File: config.mk
export PLATFORM = sky130hd
export DESIGN_NAME = flip_core
export DESIGN_NICKNAME = d
export VERILOG_FILES = /design/src/rtl/flip_pkg.sv /design/src/rtl/flip_core.sv /design/src/rtl/flip_arbiter.sv /design/src/rtl/flip_inservice.sv
export VERILOG_INCLUDE_DIRS = /design/src /design/src/rtl
export SDC_FILE = /design/constraint.sdc
export NUM_CORES = 1
export LEC_CHECK = 0
export BUFFER_PORTS_ARGS = -buffer_cell sky130_fd_sc_hd__buf_4
export CORE_MARGIN = 2
export CORE_UTILIZATION = 40
export DETAILED_ROUTE_END_ITERATION = 6
export GPL_ROUTABILITY_DRIVEN = 0
export MAX_ROUTING_LAYER = met4
export PLACE_DENSITY_LB_ADDON = 0.3
export SYNTH_ARGS = -nofsm -noshare
export SYNTH_HDL_FRONTEND = slang
export SYNTH_SLANG_ARGS = --single-unit
File: constraint.sdc
create_clock -name ref_clk_i -period 2.2 [get_ports ref_clk_i]
set_clock_uncertainty 0.05 [all_clocks]
set_input_delay 0.33 -clock ref_clk_i [delete_from_list [all_inputs] [get_ports ref_clk_i]]
set_output_delay 0.33 -clock ref_clk_i [all_outputs]
set_load 0.005 [all_outputs]
File: src/rtl/flip_map.svh
// Constant map of the four-level interrupt priority block.
`ifndef FLIP_MAP_SVH
`define FLIP_MAP_SVH

// Clock and machine-cycle timing.
`define FLIP_CLK_NS        4
`define FLIP_MC_NS         16
`define FLIP_MC_CLKS       (`FLIP_MC_NS / `FLIP_CLK_NS)
`define FLIP_DIV_LAST      2'(`FLIP_MC_CLKS - 1)
`define FLIP_DIV_RST       2'h0

// Source count and rank indices, best rank first.
`define FLIP_NUM_SRC       20
`define FLIP_SRC_EXT0      5'h00
`define FLIP_SRC_TIMER0    5'h01
`define FLIP_SRC_EXT1      5'h02
`define FLIP_SRC_TIMER1    5'h03

// Bit positions in the 24-bit image {reg_c, reg_b, reg_a}.
`define FLIP_GLOBAL_EN_BIT 5'h07
`define FLIP_POS_EXT0      5'h00
`define FLIP_POS_TIMER0    5'h01
`define FLIP_POS_EXT1      5'h02
`define FLIP_POS_TIMER1    5'h03
`define FLIP_POS_SERIAL0   5'h04
`define FLIP_POS_TIMER2    5'h05
`define FLIP_POS_ADC       5'h06
`define FLIP_POS_TWOWIRE   5'h08
`define FLIP_POS_EXT2      5'h0a
`define FLIP_POS_EXT3      5'h0b
`define FLIP_POS_WDOG      5'h0c
`define FLIP_POS_EXT4      5'h0d
`define FLIP_POS_EXT5      5'h0e
`define FLIP_POS_SERIAL1   5'h0f
`define FLIP_POS_SPI       5'h10
`define FLIP_POS_PWM       5'h11
`define FLIP_POS_BRAKE     5'h12
`define FLIP_POS_TIMER3    5'h13
`define FLIP_POS_CAPTURE   5'h14
`define FLIP_POS_NVM       5'h15

// Vector addresses.
`define FLIP_VEC_EXT0      16'h0003
`define FLIP_VEC_TIMER0    16'h000b
`define FLIP_VEC_EXT1      16'h0013
`define FLIP_VEC_TIMER1    16'h001b
`define FLIP_VEC_SERIAL0   16'h0023
`define FLIP_VEC_TIMER2    16'h002b
`define FLIP_VEC_ADC       16'h0033
`define FLIP_VEC_TWOWIRE   16'h003b
`define FLIP_VEC_SERIAL1   16'h007b
`define FLIP_VEC_SPI       16'h0083
`define FLIP_VEC_EXT2      16'h0043
`define FLIP_VEC_EXT3      16'h004b
`define FLIP_VEC_EXT4      16'h0053
`define FLIP_VEC_EXT5      16'h005b
`define FLIP_VEC_PWM       16'h0073
`define FLIP_VEC_BRAKE     16'h006b
`define FLIP_VEC_TIMER3    16'h008b
`define FLIP_VEC_CAPTURE   16'h0093
`define FLIP_VEC_NVM       16'h009b
`define FLIP_VEC_WDOG      16'h0063

// Reset values.
`define FLIP_VEC_RST       16'h0000
`define FLIP_ACT_RST       4'h0
`define FLIP_LVL_RST       2'h0
`endif

File: src/rtl/flip_pkg.sv
// Types shared by the interrupt priority block.
package flip_pkg;
  typedef enum logic [4:0] {
    FLIP_IDLE    = 5'h01,
    FLIP_PUSH_LO = 5'h02,
    FLIP_PUSH_HI = 5'h04,
    FLIP_FETCH   = 5'h08,
    FLIP_LOAD    = 5'h10
  } flip_seq_t;

  typedef struct packed {
    logic [1:0]  div;
    logic        tick;
    flip_seq_t   seq;
    logic [15:0] vector;
    logic [15:0] ret_pc;
    logic        call_start;
    logic        busy;
    logic        push;
    logic [7:0]  push_byte;
    logic        pc_load;
    logic        clr_timer0;
    logic        clr_timer1;
    logic        clr_ext0;
    logic        clr_ext1;
    logic        wake;
  } flip_core_t;

  typedef struct packed {
    logic [3:0] active;
  } flip_isr_t;
endpackage

File: src/rtl/flip_core.sv
// Four-level interrupt priority and vectoring controller.
//
// Overview of operation
// RULE1 - Level is {high bit, low bit}; 00 lowest, 11 highest.
// RULE2 - Only a strictly higher level preempts a running service routine.
// RULE3 - Among pending requests, the higher programmed level wins.
// RULE4 - Fixed rank breaks ties only among requests of equal level.
// RULE5 - Rank order runs ext0 first down to watchdog last.
// RULE6 - Vectors for ext0, timer0, ext1, timer1, serial0, timer2, adc.
// RULE7 - Vectors for two-wire, serial1, spi, ext2 to ext5.
// RULE8 - Vectors for pwm period, brake, timer3, capture, nvm, watchdog.
// RULE9 - Enable A bits 0 to 6 gate the first seven sources.
// RULE10 - Enable B gates two-wire, ext2 to ext5, watchdog and serial1.
// RULE11 - Enable C bits 0 to 5 gate spi through nvm.
// RULE12 - Only ext0 and ext1 requests wake the chip from power down.
// RULE13 - Flags are sampled, polled and resolved every machine cycle. The code polls only while seq is FLIP_IDLE, not during a call sequence.
// RULE14 - Call only when no equal or higher level is in service, last cycle.
// RULE15 - No call when the instruction writes enable/priority or is a return.
// RULE16 - Requests are not latched; every polling cycle is judged afresh.
// RULE17 - Call pushes the program counter, not status, then loads the vector.
// RULE18 - Vectoring clears timer0/1 flags, and ext0/1 flags in edge mode.
// RULE19 - Software clears serial, timer2 and watchdog flags itself.
// RULE20 - Shared-vector sources request on the OR of their flags.
// RULE21 - Global enable bit cleared blocks every request.
// RULE22 - The call takes four machine cycles after the polling cycle.
// RULE23 - A source joins only with flag, own enable and global enable set.
// RULE24 - In-service level tracked per level; return releases the highest.
`timescale 1ns/10ps
`include "flip_map.svh"
module flip_core
  import flip_pkg::*;
(
  // Clock and reset.
  input  wire logic        ref_clk_i,
  input  wire logic        resetn_i,
  // Peripheral flags.
  input  wire logic        ext0_flag_i,
  input  wire logic        timer0_ovf_flag_i,
  input  wire logic        ext1_flag_i,
  input  wire logic        timer1_ovf_flag_i,
  input  wire logic        rx_done_flag_i,
  input  wire logic        tx_done_flag_i,
  input  wire logic        timer2_ovf_flag_i,
  input  wire logic        timer2_ext_flag_i,
  input  wire logic        adc_done_flag_i,
  input  wire logic        twowire_flag_i,
  input  wire logic        rx1_done_flag_i,
  input  wire logic        tx1_done_flag_i,
  input  wire logic        spi_xfer_done_flag_i,
  input  wire logic        spi_mode_fault_flag_i,
  input  wire logic        spi_overrun_flag_i,
  input  wire logic        ext2_flag_i,
  input  wire logic        ext3_flag_i,
  input  wire logic        ext4_flag_i,
  input  wire logic        ext5_flag_i,
  input  wire logic        pwm_period_flag_i,
  input  wire logic        brake_flag_i,
  input  wire logic        timer3_ovf_flag_i,
  input  wire logic        capture0_flag_i,
  input  wire logic        quad_enc_flag_i,
  input  wire logic        capture1_flag_i,
  input  wire logic        direction_change_flag_i,
  input  wire logic        capture2_flag_i,
  input  wire logic        nvm_done_flag_i,
  input  wire logic        wdog_timeout_flag_i,
  // External interrupt trigger modes, high for edge.
  input  wire logic        ext0_edge_mode_i,
  input  wire logic        ext1_edge_mode_i,
  // Enable and priority registers.
  input  wire logic [7:0]  enable_reg_a_i,
  input  wire logic [7:0]  enable_reg_b_i,
  input  wire logic [7:0]  enable_reg_c_i,
  input  wire logic [7:0]  prio_high_bits_a_i,
  input  wire logic [7:0]  prio_low_bits_a_i,
  input  wire logic [7:0]  prio_high_bits_b_i,
  input  wire logic [7:0]  prio_low_bits_b_i,
  input  wire logic [7:0]  prio_high_bits_c_i,
  input  wire logic [7:0]  prio_low_bits_c_i,
  // Instruction sequencer status.
  input  wire logic        last_cycle_i,
  input  wire logic        irq_reg_write_i,
  input  wire logic        reti_i,
  input  wire logic [15:0] pc_i,
  input  wire logic        power_down_i,
  // Machine-cycle strobe.
  output logic             mc_tick_o,
  // Hardware call.
  output logic             call_start_o,
  output logic             call_busy_o,
  output logic             stack_push_o,
  output logic [7:0]       stack_byte_o,
  output logic             pc_load_o,
  output logic [15:0]      pc_load_val_o,
  // Flag clears.
  output logic             clr_timer0_ovf_o,
  output logic             clr_timer1_ovf_o,
  output logic             clr_ext0_o,
  output logic             clr_ext1_o,
  // Status.
  output logic             wakeup_o,
  output logic [3:0]       in_service_o
);
  localparam int NSRC = `FLIP_NUM_SRC;

  // Element 0 is the best rank; the lists are written last element first.
  localparam logic [19:0][4:0] POS = { // RULE5 RULE9 RULE10 RULE11
    `FLIP_POS_WDOG,    `FLIP_POS_NVM,     `FLIP_POS_CAPTURE, `FLIP_POS_TIMER3,
    `FLIP_POS_BRAKE,   `FLIP_POS_PWM,     `FLIP_POS_EXT5,    `FLIP_POS_EXT4,
    `FLIP_POS_EXT3,    `FLIP_POS_EXT2,    `FLIP_POS_SPI,     `FLIP_POS_SERIAL1,
    `FLIP_POS_TWOWIRE, `FLIP_POS_ADC,     `FLIP_POS_TIMER2,  `FLIP_POS_SERIAL0,
    `FLIP_POS_TIMER1,  `FLIP_POS_EXT1,    `FLIP_POS_TIMER0,  `FLIP_POS_EXT0
  };

  localparam logic [19:0][15:0] VEC = { // RULE6 RULE7 RULE8
    `FLIP_VEC_WDOG,    `FLIP_VEC_NVM,     `FLIP_VEC_CAPTURE, `FLIP_VEC_TIMER3,
    `FLIP_VEC_BRAKE,   `FLIP_VEC_PWM,     `FLIP_VEC_EXT5,    `FLIP_VEC_EXT4,
    `FLIP_VEC_EXT3,    `FLIP_VEC_EXT2,    `FLIP_VEC_SPI,     `FLIP_VEC_SERIAL1,
    `FLIP_VEC_TWOWIRE, `FLIP_VEC_ADC,     `FLIP_VEC_TIMER2,  `FLIP_VEC_SERIAL0,
    `FLIP_VEC_TIMER1,  `FLIP_VEC_EXT1,    `FLIP_VEC_TIMER0,  `FLIP_VEC_EXT0
  };

  flip_core_t s_reg;
  flip_core_t s_next;

  logic [NSRC-1:0]      flag;
  logic [NSRC-1:0]      req;
  logic [NSRC-1:0][1:0] lvl;
  logic [23:0]          en_all;
  logic [23:0]          ph_all;
  logic [23:0]          pl_all;
  logic                 win_valid;
  logic [4:0]           win_idx;
  logic [1:0]           win_lvl;
  logic [3:0]           isr_active;
  logic                 isr_top_valid;
  logic [1:0]           isr_top_lvl;
  logic                 accept;
  logic                 release_lvl;

  assign en_all = {enable_reg_c_i, enable_reg_b_i, enable_reg_a_i};
  assign ph_all = {prio_high_bits_c_i, prio_high_bits_b_i, prio_high_bits_a_i};
  assign pl_all = {prio_low_bits_c_i, prio_low_bits_b_i, prio_low_bits_a_i};

  // Flag vector in rank order; shared vectors see the OR of their flags.
  assign flag = { // RULE20
    wdog_timeout_flag_i,
    nvm_done_flag_i,
    capture0_flag_i | quad_enc_flag_i | capture1_flag_i | direction_change_flag_i | capture2_flag_i,
    timer3_ovf_flag_i,
    brake_flag_i,
    pwm_period_flag_i,
    ext5_flag_i,
    ext4_flag_i,
    ext3_flag_i,
    ext2_flag_i,
    spi_xfer_done_flag_i | spi_mode_fault_flag_i | spi_overrun_flag_i,
    rx1_done_flag_i | tx1_done_flag_i,
    twowire_flag_i,
    adc_done_flag_i,
    timer2_ovf_flag_i | timer2_ext_flag_i,
    rx_done_flag_i | tx_done_flag_i,
    timer1_ovf_flag_i,
    ext1_flag_i,
    timer0_ovf_flag_i,
    ext0_flag_i
  };

  // Requests are rebuilt from the live flags each poll and never held here.
  for (genvar g = 0; g < NSRC; g++) begin : g_src
    assign req[g] = flag[g] & en_all[POS[g]] & en_all[`FLIP_GLOBAL_EN_BIT]; // RULE16 RULE21 RULE23
    assign lvl[g] = {ph_all[POS[g]], pl_all[POS[g]]}; // RULE1
  end

  flip_arbiter u_arbiter (
    .req_i       (req),
    .lvl_i       (lvl),
    .win_valid_o (win_valid),
    .win_idx_o   (win_idx),
    .win_lvl_o   (win_lvl)
  );

  flip_inservice u_inservice (
    .ref_clk_i   (ref_clk_i),
    .resetn_i    (resetn_i),
    .set_i       (accept),
    .set_lvl_i   (win_lvl),
    .release_i   (release_lvl),
    .active_o    (isr_active),
    .top_valid_o (isr_top_valid),
    .top_lvl_o   (isr_top_lvl)
  );

  // A call is judged only on the machine-cycle strobe, never mid-sequence.
  always_comb begin
    accept = s_reg.tick && (s_reg.seq == FLIP_IDLE) && win_valid // RULE13
           && (!isr_top_valid || win_lvl > isr_top_lvl) // RULE2 RULE14
           && last_cycle_i // RULE14
           && !irq_reg_write_i && !reti_i; // RULE15
  end

  assign release_lvl = s_reg.tick && reti_i && last_cycle_i; // RULE24

  always_comb begin
    s_next = s_reg;
    s_next.call_start = 1'b0;
    s_next.push       = 1'b0;
    s_next.pc_load    = 1'b0;
    s_next.clr_timer0 = 1'b0;
    s_next.clr_timer1 = 1'b0;
    s_next.clr_ext0   = 1'b0;
    s_next.clr_ext1   = 1'b0;

    // Machine-cycle divider; the strobe is a one-clock pulse.
    s_next.tick = (s_reg.div == `FLIP_DIV_LAST);
    if (s_reg.div == `FLIP_DIV_LAST) begin
      s_next.div = `FLIP_DIV_RST;
    end else begin
      s_next.div = s_reg.div + 2'h1;
    end

    // Only the ext0 and ext1 sources may wake the chip.
    s_next.wake = power_down_i && (req[`FLIP_SRC_EXT0] || req[`FLIP_SRC_EXT1]); // RULE12

    case (s_reg.seq)
      FLIP_IDLE: begin
        if (accept) begin
          s_next.seq        = FLIP_PUSH_LO;
          s_next.busy       = 1'b1;
          s_next.call_start = 1'b1;
          s_next.vector     = VEC[win_idx];
          s_next.ret_pc     = pc_i;
          s_next.clr_timer0 = (win_idx == `FLIP_SRC_TIMER0); // RULE18
          s_next.clr_timer1 = (win_idx == `FLIP_SRC_TIMER1); // RULE18
          s_next.clr_ext0   = (win_idx == `FLIP_SRC_EXT0) && ext0_edge_mode_i; // RULE18
          s_next.clr_ext1   = (win_idx == `FLIP_SRC_EXT1) && ext1_edge_mode_i; // RULE18
        end
      end
      FLIP_PUSH_LO: begin
        // Only the program counter goes on the stack; status stays put.
        if (s_reg.tick) begin
          s_next.seq       = FLIP_PUSH_HI;
          s_next.push      = 1'b1; // RULE17
          s_next.push_byte = s_reg.ret_pc[7:0];
        end
      end
      FLIP_PUSH_HI: begin
        if (s_reg.tick) begin
          s_next.seq       = FLIP_FETCH;
          s_next.push      = 1'b1; // RULE17
          s_next.push_byte = s_reg.ret_pc[15:8];
        end
      end
      FLIP_FETCH: begin
        if (s_reg.tick) begin
          s_next.seq = FLIP_LOAD; // RULE22
        end
      end
      FLIP_LOAD: begin
        if (s_reg.tick) begin
          s_next.seq     = FLIP_IDLE;
          s_next.busy    = 1'b0;
          s_next.pc_load = 1'b1; // RULE17 RULE22
        end
      end
      default: begin
        s_next.seq  = FLIP_IDLE;
        s_next.busy = 1'b0;
      end
    endcase
  end

  always_ff @(posedge ref_clk_i or negedge resetn_i) begin
    if (!resetn_i) begin
      s_reg.div        <= `FLIP_DIV_RST;
      s_reg.tick       <= 1'b0;
      s_reg.seq        <= FLIP_IDLE;
      s_reg.vector     <= `FLIP_VEC_RST;
      s_reg.ret_pc     <= `FLIP_VEC_RST;
      s_reg.call_start <= 1'b0;
      s_reg.busy       <= 1'b0;
      s_reg.push       <= 1'b0;
      s_reg.push_byte  <= 8'h00;
      s_reg.pc_load    <= 1'b0;
      s_reg.clr_timer0 <= 1'b0;
      s_reg.clr_timer1 <= 1'b0;
      s_reg.clr_ext0   <= 1'b0;
      s_reg.clr_ext1   <= 1'b0;
      s_reg.wake       <= 1'b0;
    end else begin
      s_reg <= s_next;
    end
  end

  assign mc_tick_o        = s_reg.tick;
  assign call_start_o     = s_reg.call_start;
  assign call_busy_o      = s_reg.busy;
  assign stack_push_o     = s_reg.push;
  assign stack_byte_o     = s_reg.push_byte;
  assign pc_load_o        = s_reg.pc_load;
  assign pc_load_val_o    = s_reg.vector;
  assign clr_timer0_ovf_o = s_reg.clr_timer0;
  assign clr_timer1_ovf_o = s_reg.clr_timer1;
  assign clr_ext0_o       = s_reg.clr_ext0;
  assign clr_ext1_o       = s_reg.clr_ext1;
  assign wakeup_o         = s_reg.wake;
  assign in_service_o     = isr_active;
endmodule

File: src/rtl/flip_arbiter.sv
// Level-then-rank arbiter over all interrupt requests.
`timescale 1ns/10ps
`include "flip_map.svh"
module flip_arbiter
  import flip_pkg::*;
(
  // Requests and their levels, index 0 is the best rank.
  input  wire logic [19:0]      req_i,
  input  wire logic [19:0][1:0] lvl_i,
  // Winner.
  output logic                  win_valid_o,
  output logic [4:0]            win_idx_o,
  output logic [1:0]            win_lvl_o
);
  // Scanning from the worst rank upward and taking on equal level lets the
  // better rank win a tie while a higher level always wins outright.
  always_comb begin
    win_valid_o = 1'b0;
    win_idx_o   = 5'h00;
    win_lvl_o   = 2'h0;
    for (int i = `FLIP_NUM_SRC - 1; i >= 0; i--) begin
      if (req_i[i] && (!win_valid_o || lvl_i[i] >= win_lvl_o)) begin // RULE3 RULE4
        win_valid_o = 1'b1;
        win_idx_o   = 5'(i);
        win_lvl_o   = lvl_i[i];
      end
    end
  end
endmodule

File: src/rtl/flip_inservice.sv
// In-service level tracker, one bit per priority level.
`timescale 1ns/10ps
`include "flip_map.svh"
module flip_inservice
  import flip_pkg::*;
(
  // Clock and reset.
  input  wire logic       ref_clk_i,
  input  wire logic       resetn_i,
  // Control.
  input  wire logic       set_i,
  input  wire logic [1:0] set_lvl_i,
  input  wire logic       release_i,
  // State.
  output logic [3:0]      active_o,
  output logic            top_valid_o,
  output logic [1:0]      top_lvl_o
);
  flip_isr_t isr_reg;
  flip_isr_t isr_next;

  assign active_o = isr_reg.active;

  always_comb begin
    top_valid_o = 1'b0;
    top_lvl_o   = 2'h0;
    for (int i = 0; i < 4; i++) begin
      if (isr_reg.active[i]) begin
        top_valid_o = 1'b1;
        top_lvl_o   = 2'(i);
      end
    end
  end

  always_comb begin
    isr_next = isr_reg;
    if (release_i && top_valid_o) begin
      isr_next.active[top_lvl_o] = 1'b0; // RULE24
    end
    if (set_i) begin
      isr_next.active[set_lvl_i] = 1'b1; // RULE24
    end
  end

  always_ff @(posedge ref_clk_i or negedge resetn_i) begin
    if (!resetn_i) begin
      isr_reg.active <= `FLIP_ACT_RST;
    end else begin
      isr_reg <= isr_next;
    end
  end
endmodule

==> run summary, run 1 <==
Setup Crit Path Kind -> input pin to flip-flop
Worst path most repeated cell -> ha_1
Combinational group share of total power -> 0.588
Drt initial violations -> 587
Yosys cell types -> 92
Hold WC Path Type -> input pin to asynchronous set/reset pin
Critical Path Slowest Stage Cell -> or4b_4
Synth Flop Type -> dfrtp_1
IO buf count -> 142
Compound-cell area share of the yosys netlist -> 0.2943
Drt drc -> 0
Top-area cell type share of the netlist area -> 0.2560
Synthesized flop and latch total -> 51
TritonRoute pass-1 iters -> 5
Pint -> 3231 uW
CTS tree -> yes
Post-route ant nets -> 0
ANT cells -> 0
Mapped Cells -> 607
Max_slew headroom -> 0.3749
Critical path required time -> 2.35 ns
Final #Nets -> 1,129
Final Cycle Share -> 10.47
Synth Area in XOR/XNOR -> 0.001792
I/O pins -> 163
Max FFs per register -> 23
Peak supply drop -> 392.3 uV
H-tree levels -> 2
Placed insts -> 1,041
Root Buffer -> clkbuf_16
Setup crit end kind -> flip-flop
Die Span Y -> 114.6 um
Yosys synthesis warning count -> 0
Worst-Margin Slew -> 0.9259 ns
Design Power -> 5228 uW
Via Count -> 6,448
Final setup viols -> 36
Final min period -> 23.04 ns
Slew Viols, Final -> 0
Clock Path Buffers -> 2
Unrepaired setup endpoints after global routing -> true
FF-to-FF path depth -> 13
GR Overflow Total -> 0
Post-Layout Cell Count -> 1,118
Max Freq -> 0.04340 GHz
Clk pin slew, worst setup/hold paths -> 0.08 ns
Post-route cell area -> 9004 um2
Starting Density -> 0.4087
Sequential cell area -> 1277 um2
Worst path max stage delay -> 0.52 ns
Main combinational cell family by area after synthesis -> compound AO/OA/AOI/OAI gates
Post-route setup slack -> -20.84 ns
All-Layer GR Usage -> 0.2788
Status -> finished with violations
Leakage -> 0.004463 uW
Rows -> 40
Number of synthesized flops with an enable pin -> 0
Crit start category -> input pin
Layout cells sized above 1 -> 0.5829
Post-synthesis mux area share -> 0.01280
Cell count along the critical path -> 134
Failing checks -> negative setup slack
Worst skew pair latency -> 0.30 ns
Max FO, Critical Path -> 5
Fill cells -> 717
Routed vias/inst -> 5.767
Final Hold Fails -> 0
Synth async-reset ratio -> 1.000
DP HPWL -> 13.25 mm
Avg Cell Area, Syn -> 8.053 um2
Most frequent cells in the layout -> 371 x buf_4, 67 x nand2_1, 50 x dfrtp_1
Routed WL per cell -> 18.32 um
First-pass GRT wire length -> 28.92 mm
Total die area -> 13,120 um2
Cts bufs inserted -> 5
Max-cap viol count -> 0
Area of the multi-input gates -> 4197 um2
Net load switching power -> 1997 uW
Clock network power share -> 0.156
Initial antenna violation count -> 0
Sequential-to-total area share from yosys stat -> 0.2613
Area grow syn2layout -> 84.18%
Vias in the first global route -> 6,301
Sequential power share -> 0.255
Area leader, netlist -> dfrtp_1
CP top delay family -> compound AO/OA/AOI/OAI gates
Data arrival, critical path -> 23.19 ns
Mapped Area -> 4888 um2
Routed WL -> 20.48 mm
Hold Buf Count CTS -> 0
Pwr dens -> 580.6 nW/um2
Die W -> 114.6 um
Post-Synth Adder-Cell Area -> 0.08933
Placed instance area -> 7624 um2
Buf/Inv on CP -> 14
Num Clock Sinks -> 51
Core area -> 11,960 um2
Switching portion of total power -> 0.3819
Post-Synth Simple-Gate Area -> 0.2547
Most common cell after layout, fill and taps aside -> buf_4
Synth top area cells -> dfrtp_1 26%, ha_1 8.7%, nand2_1 7.2%
Pin count of the biggest net entering global routing -> 52
==> cells in the mapped netlist (16+ instances only) <==
| master | instances |
|---|---|
| o21ai_0 | 24 |
| dfrtp_1 | 50 |
| nand2_1 | 94 |
| nand3_1 | 20 |
| and3_1 | 16 |
| nor2_1 | 39 |
| buf_4 | 24 |
| a22o_1 | 21 |
| nand2b_1 | 19 |
| inv_1 | 41 |
| ha_1 | 34 |
| a21oi_1 | 28 |
==> final timing paths <==
check / from / end / slack (ns)
worst max-delay path: enable_reg_a_i[7] / s_reg[53] / -20.84
worst min register to register: s_reg[55] / s_reg[55] / 0.38
max in group asynchronous: resetn_i / stack_byte_o[1] / 1.66
min in group ref_clk_i: pc_i[7] / s_reg[24] / 0.18
worst min-delay path: resetn_i / call_start_o / 0.003
worst max register to register: u_inservice.active_o[3] / s_reg[53] / -0.12
==> through the flow <==
stage               hold WS, ns  TNS [ns]  setup slack [ns]    util
floorplan              -0.01559   -728.17            -20.37       -
global placement         0.3359   -723.38            -20.21  0.6373
detailed placement       0.3446   -764.32            -21.37  0.6373
CTS                     0.03687   -725.61            -20.25  0.7123
global route            0.05666   -778.27            -21.81  0.7527
finish                 0.002980   -744.25            -20.84  0.7527
==> routing by layer <==
| layer | GRT usage | part of all wire | routed length, um |
|---|---|---|---|
| met1 | 0.3008 | 0.37 | 7536 |
| met2 | 0.5160 | 0.53 | 10850 |
| met3 | 0.03335 | 0.056 | 1142 |
| met5 | - | 0 | 0 |
| met4 | 0.1122 | 0.047 | 955 |
==> cell type report <==
cell class	count	share of cell area
Multi-Input combinational cell	480	0.4661
Timing Repair Buffer	389	0.3355
Sequential cell	51	0.1419
Tap cell	147	0.02043
Inverter	43	0.01932
Clock buffer	5	0.01390
Clock inverter	3	0.002918
==> worst reg2reg max path, cell delays in order (launching register included) <==
cell       delay (ns)
dfrtp_1          0.41
nor2_1           0.19
ha_4             0.24
buf_4            0.13
nand2_2          0.05
o21ai_2          0.06
o41ai_4          0.06
o2111ai_2        0.23
buf_6            0.20
inv_8            0.08
nor2_4           0.05
nor3b_2          0.21
a21oi_1          0.08
nor4_1           0.19
==> cell families (layout without fill, tap and decap cells) <==
family,count (synthesis),after routing
buffers and inverters,84,440
and+or+nand+nor,245,245
xor gates and xnor gates,1,1
adders and majority gates,35,35
AOI/OAI and AO/OA,184,184
muxes,6,6
other,1,9
DFF,51,51
==> repair_timing <==
| item | in CTS | in global routing |
|---|---|---|
| cloned | 2 | 0 |
| gates resized for setup | 77 | 75 |
| buffers inserted | 45 | 24 |
| endpoints found under the setup margin | 36 | 36 |
| pin swaps | 56 | 56 |
| hold endpoints to repair | 0 | 0 |
==> power by group through the flow <==
stage	combinational, uW	clock, uW	sequential [uW]
floorplan	1370	0	1260
global placement	2230	0	1280
detailed placement	2340	0	1290
CTS	2620	801	1280
global route	3280	847	1340
finish	3080	818	1330
Power figures use the tool's default switching activity.
==> inputs of run 2 (changes only) <==
--- a/config.mk
+++ b/config.mk
@@ -11,8 +11,9 @@
 export CORE_UTILIZATION = 40
 export DETAILED_ROUTE_END_ITERATION = 6
 export GPL_ROUTABILITY_DRIVEN = 0
-export MAX_ROUTING_LAYER = met4
+export HOLD_SLACK_MARGIN = 0.12
 export PLACE_DENSITY_LB_ADDON = 0.3
+export REMOVE_ABC_BUFFERS = 1
 export SYNTH_ARGS = -nofsm -noshare
 export SYNTH_HDL_FRONTEND = slang
 export SYNTH_SLANG_ARGS = --single-unit
==> run 2 against run 1 <==
  * The run still ends with negative setup slack left
  * Count of clock-buffer cells in the layout is the same
  * Clock power grew 9.3%
  * Sequential share of layout area grew 0.40 points
  * Final area shrank 2.8%
  * Non-clock buffer count shrank 14
==> run summary, run 2 (synthesis results as in run 1) <==
Die Span Y -> 114.6 um
Routed WL -> 19.13 mm
Status -> finished with violations
GR Overflow Total -> 0
Clk pin slew, worst setup/hold paths -> 0.07 ns
Max FFs per register -> 23
Most frequent cells in the layout -> 361 x buf_4, 86 x nand2_1, 50 x dfrtp_1
Post-Place Setup Slack -> -22.97 ns
Clock Path Buffers -> 2
Routed vias/inst -> 5.620
CP top delay family -> compound AO/OA/AOI/OAI gates
Slew Viols, Final -> 0
Peak supply drop -> 412.6 uV
Vias in the first global route -> 6,202
Root Buffer -> clkbuf_16
Placed instance area -> 7350 um2
Critical path endpoint -> pc_load_val_o[3]
Failing checks -> negative setup slack
DP HPWL -> 12.89 mm
R2R Path End -> pc_load_val_o[3]
Initial antenna violation count -> 0
Drt initial violations -> 303
Final Cycle Share -> 10.66
Unrepaired setup endpoints after global routing -> true
CTS tree -> yes
Placed insts -> 1,051
Die W -> 114.6 um
Data arrival, critical path -> 23.61 ns
Rows -> 40
Setup Crit Path Kind -> input pin to flip-flop
Num Clock Sinks -> 51
First-pass GRT wire length -> 27.71 mm
H-tree levels -> 2
Worst-Margin Slew -> 0.6410 ns
Total die area -> 13,120 um2
Area grow syn2layout -> 79.11%
Worst path max stage delay -> 0.44 ns
Pwr dens -> 590.0 nW/um2
Starting Density -> 0.4087
I/O pins -> 163
Crit Reg-Reg Startpoint -> u_inservice.active_o[2]
Hold WC Path Type -> input pin to flip-flop
Routed WL per cell -> 17.33 um
Most common cell after layout, fill and taps aside -> buf_4
Cell count along the critical path -> 138
Register-to-Register Setup Slack -> -0.06 ns
Pin count of the biggest net entering global routing -> 52
Core area -> 11,960 um2
Max_slew headroom -> 0.5727
Final setup viols -> 36
Layout cells sized above 1 -> 0.5528
Final min period -> 23.45 ns
Setup TNS -> -759.93 ns
Max-cap viol count -> 0
Max FO, Critical Path -> 8
IO buf count -> 142
Buf/Inv on CP -> 11
Setup crit end kind -> flip-flop
Worst skew pair latency -> 0.29 ns
TritonRoute pass-1 iters -> 4
Post-route setup slack -> -21.25 ns
Critical Path Slowest Stage Cell -> a2111o_1
Max Freq -> 0.04265 GHz
Via Count -> 6,204
Post-route cell area -> 8756 um2
All-Layer GR Usage -> 0.2595
Final Hold Fails -> 0
ANT cells -> 0
CP startpoint -> enable_reg_a_i[7]
Post-Layout Cell Count -> 1,104
FF-to-FF path depth -> 12
Final #Nets -> 1,115
Worst path most repeated cell -> nand2b_4
Cts bufs inserted -> 5
Critical path required time -> 2.36 ns
Leakage -> 0.004336 uW
Post-route ant nets -> 0
Drt drc -> 0
Crit start category -> input pin
-- run 2: per-layer routing --
| metal | up-vias | wire [um] | GRT usage | share of wire |
|---|---|---|---|---|
| met5 | - | 0 | 0 | 0 |
| met4 | 0 | 533 | 0.08537 | 0.028 |
| met3 | 54 | 855 | 0.03494 | 0.045 |
| met2 | 225 | 10470 | 0.4919 | 0.55 |
| met1 | 3023 | 7277 | 0.2975 | 0.38 |
| li1 | 2902 | - | - | - |
-- run 2: tightest hold or removal path: stages --
cell	delay (ns)
buf_4	0.08
nand2_1	0.04
nand2_1	0.04
-- run 2: through the flow --
step                      utilization  hold slack (ns)  total power (uW)
final                          0.7320           0.1713              5166
after global routing           0.7320           0.1764              5460
after CTS                      0.6752           0.1693              4683
after detailed placement       0.6144           0.3412              3444
after global placement         0.6144           0.3305              3339
after floorplan                     -         -0.01559              2290
-- run 2: report_power, final --
| group | leakage (uW) | internal, uW | switching [uW] |
|---|---|---|---|
| clock | 0.0000804 | 541 | 354 |
| combinational | 0.00359 | 1620 | 1360 |
| sequential | 0.000668 | 1140 | 147 |
-- run 2: worst min path at each step --
stage / from / depth (start not counted) / end
2_1_floorplan: resetn_i / 0 / call_busy_o
3_3_place_gp: resetn_i / 1 / u_inservice.active_o[2]
3_5_place_dp: resetn_i / 1 / u_inservice.active_o[2]
4_1_cts: pc_i[7] / 3 / s_reg[24]
5_1_grt: pc_i[14] / 3 / s_reg[31]
6_report: pc_i[7] / 3 / s_reg[24]
-- run 2: repair_timing --
item | in CTS | in global routing
pin swaps | 49 | 94
gates resized for setup | 78 | 110
endpoints found under the hold margin | 50 | 0
hold buffers | 1 | 0
buffers inserted | 24 | 23
setup endpoints to repair | 36 | 36
-- run 2: area by class of cell --
type / instances / area, um2
clock buffers: 5 / 125.1
clock inverters: 3 / 46.29
fillers: 820 / 3206
inverters: 43 / 168.9
multi-input cells: 480 / 4071
flip-flops and latches: 51 / 1277
well taps: 147 / 183.9
repair buffers: 375 / 2883
